**config.mk**
```make
export PLATFORM = sky130hd
export DESIGN_NAME = ssp_device_flat
export DESIGN_NICKNAME = d
export VERILOG_FILES = /design/src/hdl/ssp_pkg.sv /design/src/hdl/ssp_link_if.sv /design/src/hdl/ssp_sync.sv /design/src/hdl/ssp_device.sv /design/src/flat_wrapper.sv
export SDC_FILE = /design/constraint.sdc
export NUM_CORES = 1
export LEC_CHECK = 0
export BUFFER_PORTS_ARGS = -buffer_cell sky130_fd_sc_hd__buf_2
export CAP_MARGIN = 40
export CORE_MARGIN = 3
export CORE_UTILIZATION = 50
export DETAILED_ROUTE_END_ITERATION = 12
export PLACE_DENSITY = 0.78
export SETUP_SLACK_MARGIN = 0.02
export SYNTH_ARGS = -nofsm -noshare
export SYNTH_HDL_FRONTEND = slang
export SYNTH_SLANG_ARGS = --single-unit
```
**constraint.sdc**
```tcl
create_clock -name clk -period 3.2 [get_ports clk]
set_input_delay 0.48 -clock clk [delete_from_list [all_inputs] [get_ports clk]]
set_output_delay 0.48 -clock clk [all_outputs]
set_load 0.02 [all_outputs]
```
**src/hdl/ssp_pkg.sv**
```systemverilog
// Shared constants for the synthesizer serial programming port.
package ssp_pkg;

    // Serial word geometry.
    localparam int          SSP_WORD_W   = 22;
    localparam int          SSP_ADDR_W   = 2;
    localparam int          SSP_NWORDS   = 4;
    localparam logic [4:0]  SSP_LAST_BIT = 5'h15;

    // Control word addresses (bits 1..0).
    localparam logic [1:0]  SSP_ADDR_IF_REF  = 2'h0;
    localparam logic [1:0]  SSP_ADDR_RF_REF  = 2'h1;
    localparam logic [1:0]  SSP_ADDR_IF_MAIN = 2'h2;
    localparam logic [1:0]  SSP_ADDR_RF_MAIN = 2'h3;

    // Word 00 (if_reference_word) fields.
    localparam int          SSP_DITH_HI  = 21;
    localparam int          SSP_DITH_LO  = 20;
    localparam logic [1:0]  SSP_DITH_ON  = 2'h2;
    localparam logic [1:0]  SSP_DITH_OFF = 2'h3;
    localparam int          SSP_IFR_HI   = 19;
    localparam int          SSP_IFR_LO   = 7;
    localparam int          SSP_LDS_HI   = 6;
    localparam int          SSP_LDS_LO   = 4;
    localparam int          SSP_IFC_HI   = 3;
    localparam int          SSP_IFC_LO   = 2;

    // Word 01 (rf_reference_word) fields.
    localparam int          SSP_ME_HI    = 21;
    localparam int          SSP_ME_LO    = 9;
    localparam int          SSP_RFR_HI   = 8;
    localparam int          SSP_RFR_LO   = 6;
    localparam int          SSP_PS_BIT   = 5;
    localparam int          SSP_RFC_HI   = 4;
    localparam int          SSP_RFC_LO   = 3;
    localparam int          SSP_RFZ_BIT  = 2;

    // Word 10 (if_main_divider_word) fields.
    localparam int          SSP_IFN_HI   = 21;
    localparam int          SSP_IFN_LO   = 5;
    localparam int          SSP_RFEN_BIT = 4;
    localparam int          SSP_IFEN_BIT = 3;
    localparam int          SSP_IFZ_BIT  = 2;

    // Word 11 (rf_main_divider_word) fields.
    localparam int          SSP_RFN_HI   = 21;
    localparam int          SSP_RFN_LO   = 10;
    localparam int          SSP_FN_HI    = 9;
    localparam int          SSP_FN_LO    = 2;

    // Divider limits.
    localparam logic [11:0] SSP_RFN_MIN16 = 12'h100;
    localparam logic [11:0] SSP_RFN_MIN8  = 12'h040;
    localparam logic [11:0] SSP_RFN_MAX8  = 12'h800;
    localparam logic [16:0] SSP_IFN_MIN   = 17'h00100;
    localparam logic [2:0]  SSP_RFR_MIN   = 3'h1;

    // Reset: both sections powered.
    localparam logic [SSP_NWORDS-1:0][SSP_WORD_W-1:0] SSP_WORD_RST = {
        22'h000000, 22'h000018, 22'h000000, 22'h000000
    };

    // Indicator multiplexer selections.
    localparam logic [2:0]  SSP_LD_RF_LOCK = 3'h0;
    localparam logic [2:0]  SSP_LD_IF_LOCK = 3'h1;
    localparam logic [2:0]  SSP_LD_RF_REF  = 3'h2;
    localparam logic [2:0]  SSP_LD_RF_MAIN = 3'h3;
    localparam logic [2:0]  SSP_LD_IF_REF  = 3'h4;
    localparam logic [2:0]  SSP_LD_IF_MAIN = 3'h5;
    localparam logic [2:0]  SSP_LD_BOTH    = 3'h6;

    // Host command registers and serial timing.
    localparam logic [3:0]  SSP_REG_DATA   = 4'h0;
    localparam logic [3:0]  SSP_REG_STATUS = 4'h4;
    localparam int          SSP_CLK_NS     = 10;
    localparam int          SSP_HALF_NS    = 80;
    localparam logic [3:0]  SSP_HALF_CYC   = 4'(SSP_HALF_NS / SSP_CLK_NS);

endpackage : ssp_pkg

```
**src/hdl/ssp_link_if.sv**
```systemverilog
// Three-wire serial link between the host controller and the synthesizer port.
`timescale 1ns/1ps
interface ssp_link_if;
    logic sclk;
    logic sdata;
    logic latch_strobe;

    modport host   (output sclk, output sdata, output latch_strobe);
    modport device (input sclk, input sdata, input latch_strobe);
endinterface : ssp_link_if

```
**src/hdl/ssp_sync.sv**
```systemverilog
// Two-flop synchroniser for a group of independent levels.
`timescale 1ns/1ps
module ssp_sync #(
    parameter int           W       = 1,
    parameter logic [W-1:0] RST_VAL = '0
) (
    input  wire logic         clk,
    input  wire logic         rstn,
    input  wire logic [W-1:0] d,
    output logic      [W-1:0] q
);
    logic [W-1:0] meta;

    // The first stage feeds only the second stage.
    always_ff @(posedge clk or negedge rstn)
    begin
        if (!rstn)
        begin
            meta <= RST_VAL;
            q    <= RST_VAL;
        end
        else
        begin
            meta <= d;
            q    <= meta;
        end
    end
endmodule : ssp_sync

```
**src/hdl/ssp_device.sv**
```systemverilog
// Synthesizer end: serial receiver, four control words and their decode.
//
// Notes on behaviour
// - Strobe low from first clock through 22nd.
// - Words are 22 bits, MSB first.
// - Low two bits address one of four words.
// - Commit only on rising strobe.
// - Strobe rising with clock high discards word.
// - Strobe pulses between successive words.
// - Strobe may stay high after last word.
// - Words written independently, any order.
// - Indicator selection lives in word 00.
// - Word 00 bits 21..20: 10 dither, 11 not.
// - Controller writes dithering bits after power-up.
// - One bit picks RF prescaler; IF fixed.
// - RF divider 256..4095 or 64..2048.
// - IF main divider is 17 bits, from 256.
// - RF reference 1..7, IF reference 1..8192.
// - Each charge pump can go high impedance.
// - Indicator shows dividers or lock, high locked.
// - Sections powered separately, both on at reset.
// - Coarse fraction bits 9..2, 1/256 steps.
//
// Decided for this implementation: strobed register access.
`timescale 1ns/1ps
module ssp_device
    import ssp_pkg::*;
(
    input  wire logic        clk,
    input  wire logic        rstn,
    ssp_link_if.device       link,
    input  wire logic        rf_locked,
    input  wire logic        if_locked,
    input  wire logic        rf_ref_div_out,
    input  wire logic        rf_main_div_out,
    input  wire logic        if_ref_div_out,
    input  wire logic        if_main_div_out,
    output logic             word_committed,
    output logic             word_discarded,
    output logic [1:0]       committed_addr,
    output logic             dither_en,
    output logic [12:0]      if_ref_divider,
    output logic [1:0]       if_pump_current,
    output logic [12:0]      frac_fine_extender,
    output logic [2:0]       rf_ref_divider,
    output logic             prescaler_select,
    output logic [1:0]       rf_pump_current,
    output logic             rf_pump_hiz,
    output logic [16:0]      if_main_divider,
    output logic             rf_power_en,
    output logic             if_power_en,
    output logic             if_pump_hiz,
    output logic [11:0]      rf_main_divider,
    output logic [7:0]       frac_coarse,
    output logic             lock_indicator,
    output logic             config_valid
);

    logic                  sclk_s;
    logic                  sdata_s;
    logic                  strobe_s;
    logic                  sclk_d;
    logic                  strobe_d;
    logic [5:0]            loop_s;
    logic [SSP_WORD_W-1:0] shifter;
    logic [SSP_WORD_W-1:0] words [SSP_NWORDS];
    logic                  sclk_rise;
    logic                  strobe_rise;
    logic                  commit_ok;
    logic                  next_lock_indicator;
    logic                  next_config_valid;

    // Strobe flops reset to its idle high level, so reset makes no false rise.
    ssp_sync #(.W(3), .RST_VAL(3'h1)) u_link_sync (
        .clk  (clk),
        .rstn (rstn),
        .d    ({link.sclk, link.sdata, link.latch_strobe}),
        .q    ({sclk_s, sdata_s, strobe_s})
    );

    // Loop monitor levels are asynchronous too.
    ssp_sync #(.W(6)) u_loop_sync (
        .clk  (clk),
        .rstn (rstn),
        .d    ({if_main_div_out, if_ref_div_out, rf_main_div_out,
                rf_ref_div_out, if_locked, rf_locked}),
        .q    (loop_s)
    );

    // Previous samples for edge detection.
    always_ff @(posedge clk or negedge rstn)
    begin
        if (!rstn)
        begin
            sclk_d   <= 1'b0;
            strobe_d <= 1'b1;
        end
        else
        begin
            sclk_d   <= sclk_s;
            strobe_d <= strobe_s;
        end
    end

    assign sclk_rise   = sclk_s && !sclk_d;
    assign strobe_rise = strobe_s && !strobe_d;
    // A rise with the clock high marks a broken frame.
    assign commit_ok   = strobe_rise && !sclk_s;

    // A separate shifter keeps half-sent words out of the configuration.
    always_ff @(posedge clk or negedge rstn)
    begin
        if (!rstn)
        begin
            shifter <= '0;
        end
        else if (sclk_rise)
        begin
            shifter <= {shifter[SSP_WORD_W-2:0], sdata_s};
        end
    end

    // The last 22 bits shifted before the strobe rise form the word.
    generate
        for (genvar i = 0; i < SSP_NWORDS; i++)
        begin : g_word
            always_ff @(posedge clk or negedge rstn)
            begin
                if (!rstn)
                begin
                    words[i] <= SSP_WORD_RST[i];
                end
                else if (commit_ok && shifter[SSP_ADDR_W-1:0] == 2'(i))
                begin
                    words[i] <= shifter;
                end
            end
        end
    endgenerate

    // One-cycle commit and discard pulses.
    always_ff @(posedge clk or negedge rstn)
    begin
        if (!rstn)
        begin
            word_committed <= 1'b0;
            word_discarded <= 1'b0;
            committed_addr <= 2'h0;
        end
        else
        begin
            word_committed <= commit_ok;
            word_discarded <= strobe_rise && sclk_s;
            if (commit_ok)
            begin
                committed_addr <= shifter[SSP_ADDR_W-1:0];
            end
        end
    end

    // Field decode straight from the word flops.
    assign if_ref_divider     = words[SSP_ADDR_IF_REF][SSP_IFR_HI:SSP_IFR_LO];
    assign if_pump_current    = words[SSP_ADDR_IF_REF][SSP_IFC_HI:SSP_IFC_LO];
    assign frac_fine_extender = words[SSP_ADDR_RF_REF][SSP_ME_HI:SSP_ME_LO];
    assign rf_ref_divider     = words[SSP_ADDR_RF_REF][SSP_RFR_HI:SSP_RFR_LO];
    assign prescaler_select   = words[SSP_ADDR_RF_REF][SSP_PS_BIT];
    assign rf_pump_current    = words[SSP_ADDR_RF_REF][SSP_RFC_HI:SSP_RFC_LO];
    assign rf_pump_hiz        = words[SSP_ADDR_RF_REF][SSP_RFZ_BIT];
    assign if_main_divider    = words[SSP_ADDR_IF_MAIN][SSP_IFN_HI:SSP_IFN_LO];
    assign rf_power_en        = words[SSP_ADDR_IF_MAIN][SSP_RFEN_BIT];
    assign if_power_en        = words[SSP_ADDR_IF_MAIN][SSP_IFEN_BIT];
    assign if_pump_hiz        = words[SSP_ADDR_IF_MAIN][SSP_IFZ_BIT];
    assign rf_main_divider    = words[SSP_ADDR_RF_MAIN][SSP_RFN_HI:SSP_RFN_LO];
    assign frac_coarse        = words[SSP_ADDR_RF_MAIN][SSP_FN_HI:SSP_FN_LO];

    // Indicator multiplexer; only word 00 steers it.
    always_comb
    begin
        case (words[SSP_ADDR_IF_REF][SSP_LDS_HI:SSP_LDS_LO])
            SSP_LD_RF_LOCK: next_lock_indicator = loop_s[0];
            SSP_LD_IF_LOCK: next_lock_indicator = loop_s[1];
            SSP_LD_RF_REF:  next_lock_indicator = loop_s[2];
            SSP_LD_RF_MAIN: next_lock_indicator = loop_s[3];
            SSP_LD_IF_REF:  next_lock_indicator = loop_s[4];
            SSP_LD_IF_MAIN: next_lock_indicator = loop_s[5];
            SSP_LD_BOTH:    next_lock_indicator = loop_s[0] && loop_s[1];
            default:        next_lock_indicator = 1'b0;
        endcase
    end

    // Ratio range check; IF reference code 0 means 8192, so all codes pass.
    always_comb
    begin
        next_config_valid = (rf_ref_divider >= SSP_RFR_MIN)
                         && (if_main_divider >= SSP_IFN_MIN);
        if (prescaler_select)
        begin
            next_config_valid = next_config_valid
                             && (rf_main_divider >= SSP_RFN_MIN16);
        end
        else
        begin
            next_config_valid = next_config_valid
                             && (rf_main_divider >= SSP_RFN_MIN8)
                             && (rf_main_divider <= SSP_RFN_MAX8);
        end
    end

    // Registered pin and status outputs.
    always_ff @(posedge clk or negedge rstn)
    begin
        if (!rstn)
        begin
            lock_indicator <= 1'b0;
            config_valid   <= 1'b0;
            dither_en      <= 1'b0;
        end
        else
        begin
            lock_indicator <= next_lock_indicator;
            config_valid   <= next_config_valid;
            dither_en      <= (words[SSP_ADDR_IF_REF][SSP_DITH_HI:SSP_DITH_LO]
                               == SSP_DITH_ON);
        end
    end

endmodule : ssp_device

```
**src/flat_wrapper.sv**
```systemverilog
// flat-port wrapper written by rule: the top's interface ports become plain ports
module ssp_device_flat import ssp_pkg::*;
  (clk, rstn, rf_locked, if_locked, rf_ref_div_out, rf_main_div_out, if_ref_div_out, if_main_div_out, word_committed, word_discarded, committed_addr, dither_en, if_ref_divider, if_pump_current, frac_fine_extender, rf_ref_divider, prescaler_select, rf_pump_current, rf_pump_hiz, if_main_divider, rf_power_en, if_power_en, if_pump_hiz, rf_main_divider, frac_coarse, lock_indicator, config_valid, link_sclk, link_sdata, link_latch_strobe);
  ssp_link_if link_i ();
  input  wire logic clk;
  input  wire logic rstn;
  input  wire logic rf_locked;
  input  wire logic if_locked;
  input  wire logic rf_ref_div_out;
  input  wire logic rf_main_div_out;
  input  wire logic if_ref_div_out;
  input  wire logic if_main_div_out;
  output logic word_committed;
  output logic word_discarded;
  output logic [1:0] committed_addr;
  output logic dither_en;
  output logic [12:0] if_ref_divider;
  output logic [1:0] if_pump_current;
  output logic [12:0] frac_fine_extender;
  output logic [2:0] rf_ref_divider;
  output logic prescaler_select;
  output logic [1:0] rf_pump_current;
  output logic rf_pump_hiz;
  output logic [16:0] if_main_divider;
  output logic rf_power_en;
  output logic if_power_en;
  output logic if_pump_hiz;
  output logic [11:0] rf_main_divider;
  output logic [7:0] frac_coarse;
  output logic lock_indicator;
  output logic config_valid;
  input wire logic [$bits(link_i.sclk)-1:0] link_sclk;
  input wire logic [$bits(link_i.sdata)-1:0] link_sdata;
  input wire logic [$bits(link_i.latch_strobe)-1:0] link_latch_strobe;
  assign link_i.sclk = link_sclk;
  assign link_i.sdata = link_sdata;
  assign link_i.latch_strobe = link_latch_strobe;
  ssp_device u_core (.clk(clk), .rstn(rstn), .link(link_i), .rf_locked(rf_locked), .if_locked(if_locked), .rf_ref_div_out(rf_ref_div_out), .rf_main_div_out(rf_main_div_out), .if_ref_div_out(if_ref_div_out), .if_main_div_out(if_main_div_out), .word_committed(word_committed), .word_discarded(word_discarded), .committed_addr(committed_addr), .dither_en(dither_en), .if_ref_divider(if_ref_divider), .if_pump_current(if_pump_current), .frac_fine_extender(frac_fine_extender), .rf_ref_divider(rf_ref_divider), .prescaler_select(prescaler_select), .rf_pump_current(rf_pump_current), .rf_pump_hiz(rf_pump_hiz), .if_main_divider(if_main_divider), .rf_power_en(rf_power_en), .if_power_en(if_power_en), .if_pump_hiz(if_pump_hiz), .rf_main_divider(rf_main_divider), .frac_coarse(frac_coarse), .lock_indicator(lock_indicator), .config_valid(config_valid));
endmodule
```
==> results of run 1 <==
[report_power, final]
| part | switching, mW | internal (mW) |
|---|---|---|
| registers | 0.305 | 1.99 |
| logic | 0.541 | 0.494 |
| clock network | 0.655 | 1.11 |
[synthesized netlist by cell type, types with 2 or more instances]
library cell,count
sky130_fd_sc_hd__nor2_1,3
sky130_fd_sc_hd__nand2_1,5
sky130_fd_sc_hd__mux2_2,83
sky130_fd_sc_hd__nor2b_1,2
sky130_fd_sc_hd__dfrtp_1,124
sky130_fd_sc_hd__dfstp_2,5
sky130_fd_sc_hd__nor3_1,3
sky130_fd_sc_hd__buf_6,2
sky130_fd_sc_hd__nand4bb_1,2
sky130_fd_sc_hd__buf_4,72
sky130_fd_sc_hd__buf_2,6
sky130_fd_sc_hd__mux2_4,20
[layer usage]
metal | share of wire | wire length, um | up-vias | track usage
met1 | 0.42 | 3900 | 1348 | 0.220
met3 | 0.055 | 510 | 18 | 0.0515
met5 | 0 | 0 | - | 0
li1 | - | - | 1206 | -
met2 | 0.50 | 4580 | 66 | 0.268
met4 | 0.022 | 203 | 0 | 0.0803
[flip-flops by register name, indices dropped and copies added, names as in the netlist, 2 cells and up]
name,flops
u_core.rf_ref_divider,3
u_core.u_loop_sync.meta,6
u_core.u_link_sync.q,3
u_core.frac_fine_extender,13
u_core.if_pump_current,2
u_core.rf_pump_current,2
u_core.frac_coarse,8
u_core.if_main_divider,17
u_core.u_loop_sync.q,6
u_core.rf_main_divider,12
u_core.committed_addr,2
u_core.u_link_sync.meta,3
u_core.shifter,22
u_core.words,5
u_core.if_ref_divider,13
[final cells by class]
class	count	share of cell area
clock inverter	12	0.0197
timing repair buffer	100	0.0901
sequential	129	0.541
clock buffer	19	0.0723
inverter	1	0.000628
multi-input combinational	135	0.248
tap	133	0.0279
[how the worst max path moves through the flow]
stage                            startpoint                         to  slack [ns]  cells past startpoint
floorplan           u_core.u_link_sync.q[0]  u_core.if_pump_current[0]        1.50                      4
global placement    u_core.u_link_sync.q[0]   u_core.if_ref_divider[5]        1.05                      4
detailed placement  u_core.u_link_sync.q[0]           u_core.words[70]        0.98                      4
CTS                 u_core.u_link_sync.q[0]           u_core.words[70]        0.96                      4
global route        u_core.u_link_sync.q[0]           u_core.words[70]        0.88                      4
finish              u_core.u_link_sync.q[0]           u_core.words[70]        0.99                      4
[stage by stage]
| step | util | hold WS, ns | worst slack (ns) |
|---|---|---|---|
| floorplan | - | 0.184 | 1.50 |
| global placement | 0.539 | 0.336 | 1.05 |
| detailed placement | 0.539 | 0.335 | 0.979 |
| CTS | 0.595 | 0.0405 | 0.957 |
| global route | 0.595 | 0.0451 | 0.879 |
| finish | 0.595 | 0.0738 | 0.990 |
[critical path: cells and delay by family, from the launching register on]
kind | cells | cell delay, ns
buffers and inverters | 1 | 0.30
DFF | 1 | 0.55
and+or+nand+nor | 2 | 0.88
muxes | 1 | 0.36
[logic make-up (layout without fill, tap and decap cells)]
kind of cell | count (synthesis) | count (layout) | share of synthesized area
multiplexers | 105 | 105 | 0.239
AO/OA/AOI/OAI | 3 | 3 | 0.00449
flip-flops | 129 | 129 | 0.610
AND/OR/NAND/NOR | 27 | 27 | 0.0333
buffers and inverters | 81 | 132 | 0.113
==> flow_summary_export.csv, run 1 <==
group,metric,value,unit
sta,finalCritPeriodShare,0.691,
cts,clock_tree.buffer_depth,2,
drt,detail_route.first_pass.iterations,4,
sta,slew_viol_final,0,
cells_and_area,finalNetCount,395,
die,design.portCount,93,
hold_path,min_path_type,"input port to flop",
cts,cts.clk_slew.worst_paths,0.06,ns
run,cap_violations,0,
cts,hold_buffers,1,
sta,setup_violations,0,
hold_path,whs_path_depth,1,
drt,drtAntennaViolNets,0,
drt,detail_route.drc_violations,0,
power,p_per_area,853,nW/um2
power,total_leakage_power,3.15,nW
placement,place_hpwl,6370,um
sta,fin_skew,0.00509,ns
setup_path,crit-reg2reg-launch,"u_core.u_link_sync.q[0]",
die,die_boundary_height,109,um
die,floorplan.die_area,11900,um2
setup_path,setup_cp_type,"flop to flop",
global_route,grt_antenna_before_repair,0,
cts,tritoncts.num_buffers,17,
drt,drt_iter0_markers,110,
drt,totalWireLength,9200,um
logic_synthesis,synth-seq-area-share,0.610,
setup_path,r2r_cells,4,
setup_path,crit_fanout,11,
cells_and_area,final-instance-count-excl-fill,529,
global_route,grt_start_max_net_pins,62,
logic_synthesis,most_instantiated_flip_flop_cell_in_the_synthesis_netlist,"sky130_fd_sc_hd__dfrtp_1",
setup_path,critical-path-max-stage-delay,0.55,ns
logic_synthesis,postSynthRegisterBits,129,
placement,dpl-instance-area,5410,um2
placement,place.gp.congestion,0.765,
cells_and_area,proportion_of_layout_cells_with_a_drive_suffix_above_1,0.626,
setup_path,worst_setup_path_start_kind,"flop",
sta,unrepaired_setup_endpoints_after_global_routing,"no",
cts,clockRootBuffer,"sky130_fd_sc_hd__clkbuf_8",
logic_synthesis,syn_nets,356,
setup_path,timing.critical_path.required,3.59,ns
sta,finalSetupTns,0,ns
drt,vias_per_cell,4.99,
die,floorplan.die.width,109,um
cells_and_area,layout_commonest_cell,"sky130_fd_sc_hd__dfrtp_1",
cts,cts_repair_resize_count,0,
logic_synthesis,postSynthCellCount,345,
cells_and_area,ff_latch_area,3230,um2
setup_path,reg2reg_to,"u_core.words[70]",
sta,fmax,0.452,GHz
cells_and_area,multi_input_comb_area,1480,um2
power,vdd_drop_max,334,uV
status,run_status,"completed",
global_route,first_pass_grt_wire_length,15100,um
logic_synthesis,ys_top_cells_by_area,"sky130_fd_sc_hd__dfrtp_1 (59%), sky130_fd_sc_hd__mux2_2 (18%), sky130_fd_sc_hd__buf_4 (10%)",
placement,port_buffers,92,
setup_path,slowest_stage,"sky130_fd_sc_hd__dfstp_2",
hold_path,hold_crit_start,"link_latch_strobe",
sta,number_of_endpoints_with_negative_hold_slack_in_the_final_report,0,
logic_synthesis,synth_top_area_frac,0.586,
sta,finalWorstPathRequiredPeriod,2.21,ns
cells_and_area,finish.instance_area,5970,um2
global_route,via_count_of_the_first_global_routing_pass,2776,
cells_and_area,num-fill-cells,765,
logic_synthesis,synth_top_cell_by_area,"sky130_fd_sc_hd__dfrtp_1",
logic_synthesis,synth_edf_count,0,
drt,vias,2638,
sta,worst_slew_margin_rel,0.564,
cts,tritoncts,"built",
cts,number_of_clock_sinks,129,
setup_path,cp_cell_sequence,"or3b_4, nor3_4, buf_4, mux2_2",
global_route,grt_use_total,0.172,
logic_synthesis,synth_async_sr_flop_share,1.00,
power,power,5.09,mW
logic_synthesis,yosysWarnings,0,
cts,clock_insertion_delay_worst_skew,0.51,ns
placement,placed_cells,497,
logic_synthesis,synthesis.area,5300,um2
die,start_util,0.528,
cts,postCtsSetupRepairBufs,0,
global_route,grt_overflow_total,0,
hold_path,timing.hold.worst_endpoint,"u_core.u_link_sync.meta[0]",
cells_and_area,layout.cells.most_common_list,"sky130_fd_sc_hd__dfrtp_1 (124), sky130_fd_sc_hd__buf_2 (91), sky130_fd_sc_hd__mux2_2 (83), sky130_fd_sc_hd__mux2_4 (20), sky130_fd_sc_hd__clkbuf_16 (16)",
setup_path,critPathArrivalTime,2.60,ns
cts,cts-htree-levels,4,
logic_synthesis,synth.distinct_cells,30,
die,fp.coreArea,10000,um2
cells_and_area,antennaDiodeCount,0,
cells_and_area,area_growth_from_synthesis_to_final_layout,12.7,%
setup_path,timing.reg2reg.setup_slack,0.99,ns
sta,tightest_slew,0.653,ns
die,number_of_placement_rows,36,
logic_synthesis,synth.avg_cell_area,15.4,um2
setup_path,timing.critical_path.to_type,"flop",
drt,route.detailed.wl_per_inst,17.4,um
(Power assumes the default switching activity.)
==> run 2, diff against run 1 <==
- ABC_AREA: unset -> 1
- PLACE_DENSITY: 0.78 -> 0.81
- clock period: 3.2 -> 1.9 ns (I/O delays scaled with it)
==> run 2 against run 1 <==
Sequential share of layout area is 0.20 points higher. Total power is 51% higher. Critical path depth up 1. Clock power is 93% higher. Flip-flop and latch count unchanged. Synthesized area down 3.7%. Maximum frequency increased by 36%. Cell area fell by 0.38%. Combinational power about the same. Clock skew is 0.0057 ns higher. Synthesized cell count increased by 47%.
==> flow_summary_export.csv, run 2 <==
group,metric,value,unit
placement,placed_cells,650,
logic_synthesis,synth_async_sr_flop_share,1.00,
setup_path,crit-reg2reg-launch,"u_core.u_link_sync.q[0]",
placement,place_hpwl,6640,um
hold_path,min_path_type,"input port to async pin",
sta,unrepaired_setup_endpoints_after_global_routing,"no",
sta,finalSetupTns,0,ns
setup_path,worst_setup_path_start_kind,"flop",
cells_and_area,largest_register_ffs,22,
drt,totalWireLength,10400,um
drt,vias_per_cell,4.97,
sta,finalCritPeriodShare,0.856,
drt,route.detailed.wl_per_inst,15.0,um
cts,clock_tree.buffer_depth,2,
cells_and_area,antennaDiodeCount,0,
cts,tritoncts.num_buffers,17,
sta,setup_violations,0,
setup_path,reg2reg_to,"u_core.frac_fine_extender[11]",
cells_and_area,finalNetCount,557,
cts,cts_repair_resize_count,0,
logic_synthesis,synth.distinct_cells,18,
logic_synthesis,yosysWarnings,0,
sta,slew_viol_final,0,
die,design.portCount,93,
logic_synthesis,synth_top_area_frac,0.608,
die,fp.coreArea,9860,um2
setup_path,r2r_cells,5,
logic_synthesis,ys_top_cells_by_area,"sky130_fd_sc_hd__dfrtp_1 (61%), sky130_fd_sc_hd__o21ai_0 (10%), sky130_fd_sc_hd__buf_4 (10%)",
setup_path,timing.critical_path.required,2.31,ns
cells_and_area,num-fill-cells,774,
global_route,first_pass_grt_wire_length,17500,um
logic_synthesis,syn_nets,517,
cells_and_area,area_growth_from_synthesis_to_final_layout,16.6,%
run,cap_violations,0,
sta,finalWorstPathRequiredPeriod,1.63,ns
logic_synthesis,postSynthRegisterBits,129,
die,die_boundary_height,107,um
sta,tightest_slew,0.378,ns
logic_synthesis,synth-seq-area-share,0.634,
placement,port_buffers,92,
setup_path,worst_setup_path_startpoint,"u_core.u_link_sync.q[0]",
drt,detail_route.drc_violations,0,
cells_and_area,max_flop_register,"u_core.shifter",
die,number_of_placement_rows,36,
logic_synthesis,synthesis.area,5100,um2
power,vdd_drop_max,621,uV
sta,fin_ws,0.273,ns
die,floorplan.die_area,11500,um2
cells_and_area,proportion_of_layout_cells_with_a_drive_suffix_above_1,0.250,
cells_and_area,ff_latch_area,3230,um2
power,p_per_area,1300,nW/um2
sta,worst_slew_margin_rel,0.748,
cts,clock_insertion_delay_worst_skew,0.52,ns
logic_synthesis,synthTopCellsByCount,"sky130_fd_sc_hd__dfrtp_1 (124), sky130_fd_sc_hd__nand2_1 (109), sky130_fd_sc_hd__o21ai_0 (106)",
setup_path,timing.critical_path.to_type,"flop",
cts,number_of_clock_sinks,129,
setup_path,timing.reg2reg.setup_slack,0.27,ns
logic_synthesis,synth_top_cell_by_area,"sky130_fd_sc_hd__dfrtp_1",
cts,cts.clk_slew.worst_paths,0.06,ns
drt,detail_route.first_pass.iterations,5,
cells_and_area,layout.cells.most_common_list,"sky130_fd_sc_hd__dfrtp_1 (124), sky130_fd_sc_hd__nand2_1 (109), sky130_fd_sc_hd__o21ai_0 (106), sky130_fd_sc_hd__buf_2 (91), sky130_fd_sc_hd__inv_1 (32)",
placement,place.gp.congestion,0.803,
die,start_util,0.517,
cts,clockRootBuffer,"sky130_fd_sc_hd__clkbuf_8",
setup_path,critPathArrivalTime,2.04,ns
logic_synthesis,most_instantiated_flip_flop_cell_in_the_synthesis_netlist,"sky130_fd_sc_hd__dfrtp_1",
global_route,grt_antenna_before_repair,0,
cells_and_area,layout_commonest_cell,"sky130_fd_sc_hd__dfrtp_1",
cells_and_area,multi_input_comb_area,1140,um2
cells_and_area,finalCoreUtilization,0.603,
logic_synthesis,synth.avg_cell_area,10.1,um2
global_route,via_count_of_the_first_global_routing_pass,3461,
sta,number_of_endpoints_with_negative_hold_slack_in_the_final_report,0,
drt,drt_iter0_markers,231,
drt,drtAntennaViolNets,0,
cts,tritoncts,"built",
setup_path,crit_fanout,40,
global_route,grt_util_met2,0.304,
global_route,grt-busiest-layer,"met2",
global_route,grt_use_total,0.200,
sta,fin_skew,0.0108,ns
cts,cts-htree-levels,4,
global_route,grtUsageMet1,0.264,
global_route,grt_start_max_net_pins,63,
status,run_status,"completed",
power,total_leakage_power,3.01,nW
placement,post-place-ws,0.317,ns
sta,fmax,0.615,GHz
cells_and_area,final-instance-count-excl-fill,692,
die,floorplan.die.width,107,um
global_route,grt_overflow_total,0,
logic_synthesis,postSynthCellCount,506,
setup_path,setup_cp_type,"flop to flop",
logic_synthesis,top_count_cell_post_synth,"sky130_fd_sc_hd__dfrtp_1",
drt,vias,3441,
logic_synthesis,synth_edf_count,0,
global_route,global_route.usage.met3,0.0620,
[run 2: cell count changes in the layout (fill, tap and decap cells not counted), moves of 19 or more]
| cell | delta |
|---|---|
| sky130_fd_sc_hd__o21ai_0 | +105 |
| sky130_fd_sc_hd__mux2_4 | -20 |
| sky130_fd_sc_hd__inv_1 | +32 |
| sky130_fd_sc_hd__nor2_1 | +19 |
| sky130_fd_sc_hd__mux2_2 | -83 |
| sky130_fd_sc_hd__nand2_1 | +104 |
[run 2: worst max path at each step]
stage | endpoint | slack, ns | cells after the start
4_1_cts | u_core.if_main_divider[4] | 0.27 | 6
3_3_place_gp | u_core.frac_fine_extender[6] | 0.40 | 6
6_report | u_core.frac_fine_extender[11] | 0.27 | 5
3_5_place_dp | u_core.if_main_divider[3] | 0.32 | 6
5_1_grt | u_core.if_main_divider[7] | 0.12 | 6
2_1_floorplan | u_core.prescaler_select | 0.52 | 6
[run 2: metrics by stage]
| step | cell area (um2) | power, mW | hold WS (ns) |
|---|---|---|---|
| after floorplan | 5100 | 4.08 | -0.0106 |
| after global placement | 5210 | 4.27 | 0.127 |
| after detailed placement | 5210 | 4.31 | 0.128 |
| after CTS | 5950 | 7.76 | 0.127 |
| after global routing | 5950 | 8.06 | 0.141 |
| final | 5950 | 7.72 | 0.143 |
[run 2: area by class of cell]
cell class / instances / share of cell area
Clock buffer: 22 / 0.0812
Clock inverter: 10 / 0.0259
Inverter: 32 / 0.0202
Multi-Input combinational cell: 255 / 0.191
Sequential cell: 129 / 0.544
Tap cell: 133 / 0.0280
Timing Repair Buffer: 111 / 0.110
[run 2: cells by family (layout without fill, tap and decap cells)]
group / count (synthesis) / after routing / share of synthesized area
buf+inv: 122 / 175 / 0.143
simple gates: 144 / 144 / 0.113
compound gates: 111 / 111 / 0.110
flops: 129 / 129 / 0.634
[run 2: critical path: stages (launching register included)]
cell and delay (ns):
sky130_fd_sc_hd__dfstp_2 0.53, sky130_fd_sc_hd__inv_1 0.06, sky130_fd_sc_hd__nor3_4 0.26, sky130_fd_sc_hd__nand3_1 0.13
sky130_fd_sc_hd__buf_4 0.27, sky130_fd_sc_hd__o21ai_0 0.28
[run 2: routing by layer]
metal / up-vias / share of wire
li1: 1628 / -
met1: 1685 / 0.42
met2: 105 / 0.49
met3: 23 / 0.058
met4: 0 / 0.030
met5: - / 0
[run 2: power breakdown]
part / internal (mW) / leakage, nW / switching (mW)
Clock: 2.30 / 0.321 / 1.13
Combinational: 0.327 / 0.974 / 0.706
Sequential: 3.07 / 1.71 / 0.194
[run 2: timing repair]
item                                   CTS  global route
endpoints found under the hold margin  133             0
buffers inserted                         0             0
hold buffers                            10             0
==> run 3, diff against run 2 <==
- REMOVE_ABC_BUFFERS: unset -> 1
==> run 3 against run 2 <==
Die area stayed put. Clock power hardly changed. Flip-flop and latch count stayed put. Core utilization is 0.28 points higher. First-iteration DRC count is 9.5% higher. Count of clock-buffer cells in the layout is 2 lower. Sequential power hardly changed. Largest power group unchanged. Highest routed layer unchanged.
==> flow_summary_export.csv, run 3 (synthesis gave the netlist of run 2 again) <==
group,metric,value,unit
cts,number_of_clock_sinks,129,
setup_path,reg2reg_to,"u_core.if_main_divider[7]",
power,power,7.69,mW
die,design.portCount,93,
setup_path,crit_family,"flip-flops",
cts,postCtsSetupRepairBufs,0,
cts,cts-htree-levels,4,
setup_path,worstSetupEndpoint,"u_core.if_main_divider[7]",
sta,setup_violations,0,
power,flop_pwr_share,0.423,
power,p_per_area,1290,nW/um2
die,number_of_placement_rows,36,
cts,clock_insertion_delay_worst_skew,0.52,ns
power,total_leakage_power,3.01,nW
drt,detail_route.drc_violations,0,
setup_path,worst_setup_path_startpoint,"u_core.u_link_sync.q[0]",
sta,fin_skew,0.00962,ns
global_route,first_pass_grt_wire_length,17000,um
global_route,grt_use_total,0.193,
setup_path,crit-reg2reg-launch,"u_core.u_link_sync.q[0]",
cells_and_area,num-fill-cells,790,
global_route,via_count_of_the_first_global_routing_pass,3404,
setup_path,setup_cp_type,"flop to flop",
cells_and_area,antennaDiodeCount,0,
setup_path,r2r_cells,6,
power,p_comb_frac,0.132,
power,internal_power,5.64,mW
cts,tritoncts.num_buffers,17,
cells_and_area,max_flop_register,"u_core.shifter",
sta,worst_slew_margin_rel,0.692,
hold_path,min_path_type,"input port to async pin",
sta,tightest_slew,0.461,ns
cells_and_area,area_growth_from_synthesis_to_final_layout,17.2,%
cts,cts.clk_slew.worst_paths,0.06,ns
sta,finalCritPeriodShare,0.836,
drt,detail_route.first_pass.iterations,5,
power,switching_portion_of_total_power,0.267,
die,die_boundary_height,107,um
setup_path,timing.critical_path.to_type,"flop",
die,start_util,0.517,
cells_and_area,finalNetCount,561,
global_route,grt_overflow_total,0,
placement,port_buffers,92,
cells_and_area,layout_commonest_cell,"sky130_fd_sc_hd__dfrtp_1",
placement,place.gp.congestion,0.788,
run,cap_violations,0,
setup_path,crit_fanout,22,
drt,drt_iter0_markers,253,
setup_path,critical-path-max-stage-delay,0.53,ns
power,power_frac_clock,0.445,
drt,drtAntennaViolNets,0,
sta,finalWorstPathRequiredPeriod,1.59,ns
die,floorplan.die_area,11500,um2
setup_path,timing.critical_path.required,2.29,ns
setup_path,cp_cell_sequence,"inv_1, nor3_4, nand3_1, buf_4, nand2_1, o21ai_0",
sta,number_of_endpoints_with_negative_hold_slack_in_the_final_report,0,
cts,tritoncts,"built",
sta,unrepaired_setup_endpoints_after_global_routing,"no",
setup_path,worst_setup_path_start_kind,"flop",
drt,route.detailed.wl_per_inst,14.4,um
status,run_status,"completed",
drt,vias_per_cell,4.93,
cells_and_area,proportion_of_layout_cells_with_a_drive_suffix_above_1,0.256,
cells_and_area,layout.cells.most_common_list,"sky130_fd_sc_hd__dfrtp_1 (124), sky130_fd_sc_hd__nand2_1 (109), sky130_fd_sc_hd__o21ai_0 (106), sky130_fd_sc_hd__buf_2 (91), sky130_fd_sc_hd__inv_1 (32)",
die,fp.coreArea,9860,um2
placement,place_hpwl,6830,um
setup_path,path_depth,6,
cts,clockRootBuffer,"sky130_fd_sc_hd__clkbuf_8",
setup_path,path_buf_inv,2,
sta,slew_viol_final,0,
setup_path,slowest_stage,"sky130_fd_sc_hd__dfstp_2",
die,floorplan.die.width,107,um
drt,totalWireLength,10100,um
sta,fmax,0.630,GHz
cts,clock_tree.buffer_depth,2,
setup_path,critPathArrivalTime,1.97,ns
power,netSwitchingPower,2.05,mW
sta,finalSetupTns,0,ns
drt,vias,3431,
cells_and_area,largest_register_ffs,22,
global_route,grt_start_max_net_pins,49,
global_route,grt_antenna_before_repair,0,
cells_and_area,finalCoreUtilization,0.606,
power,vdd_drop_max,810,uV
setup_path,timing.reg2reg.setup_slack,0.31,ns
[run 3: cell type report]
class	instances	area (um2)	share of cell area
Clock buffer	20	455	0.0762
Clock inverter	12	179	0.0299
Inverter	32	120	0.0201
Multi-Input combinational cell	255	1140	0.190
Sequential cell	129	3230	0.541
Tap cell	133	166	0.0278
Timing Repair Buffer	115	686	0.115
[run 3: per-stage QoR]
step	instances	hold WS (ns)	setup slack, ns	instance area [um2]
after detailed placement	654	0.274	0.330	5240
after floorplan	416	-0.0106	0.00178	4490
after CTS	696	0.259	0.293	5980
after global placement	654	0.263	0.425	5240
after global routing	696	0.298	0.141	5980
final	696	0.263	0.312	5980
[run 3: power groups by stage]
stage,clock network (mW),logic (mW),registers [mW]
2_1_floorplan,0,0.337,3.52
5_1_grt,3.63,1.14,3.29
3_3_place_gp,0,0.978,3.28
3_5_place_dp,0,1.02,3.29
4_1_cts,3.48,1.04,3.25
6_report,3.42,1.02,3.25
[run 3: how the worst min path moves through the flow]
stage	endpoint	slack (ns)
after floorplan	u_core.committed_addr[0]	-0.01
after global placement	u_core.frac_fine_extender[6]	0.26
after detailed placement	u_core.frac_fine_extender[6]	0.27
after CTS	u_core.if_ref_divider[7]	0.26
after global routing	u_core.if_ref_divider[7]	0.30
final	u_core.frac_fine_extender[6]	0.26
[run 3: layer usage]
metal  vias to the layer above  share of wire  wire, um  track usage
met4                         0          0.016       164       0.0721
met3                        18          0.062       620       0.0566
li1                       1639              -         -            -
met5                         -              0         0            0
met1                      1656           0.43      4270        0.248
met2                       118           0.50      4990        0.312
[run 3: timing repair]
action                                 4_1_cts  5_1_grt
endpoints found under the hold margin       40        0
hold buffers                                10        0
gates resized for setup                      0        0
[run 3: worst register-to-register path, stage by stage, from the launching register on]
cell and delay [ns]:
sky130_fd_sc_hd__dfstp_2 0.53, sky130_fd_sc_hd__inv_1 0.08, sky130_fd_sc_hd__nor3_4 0.27, sky130_fd_sc_hd__nand3_1 0.16
sky130_fd_sc_hd__buf_4 0.23, sky130_fd_sc_hd__nand2_1 0.09, sky130_fd_sc_hd__o21ai_0 0.10
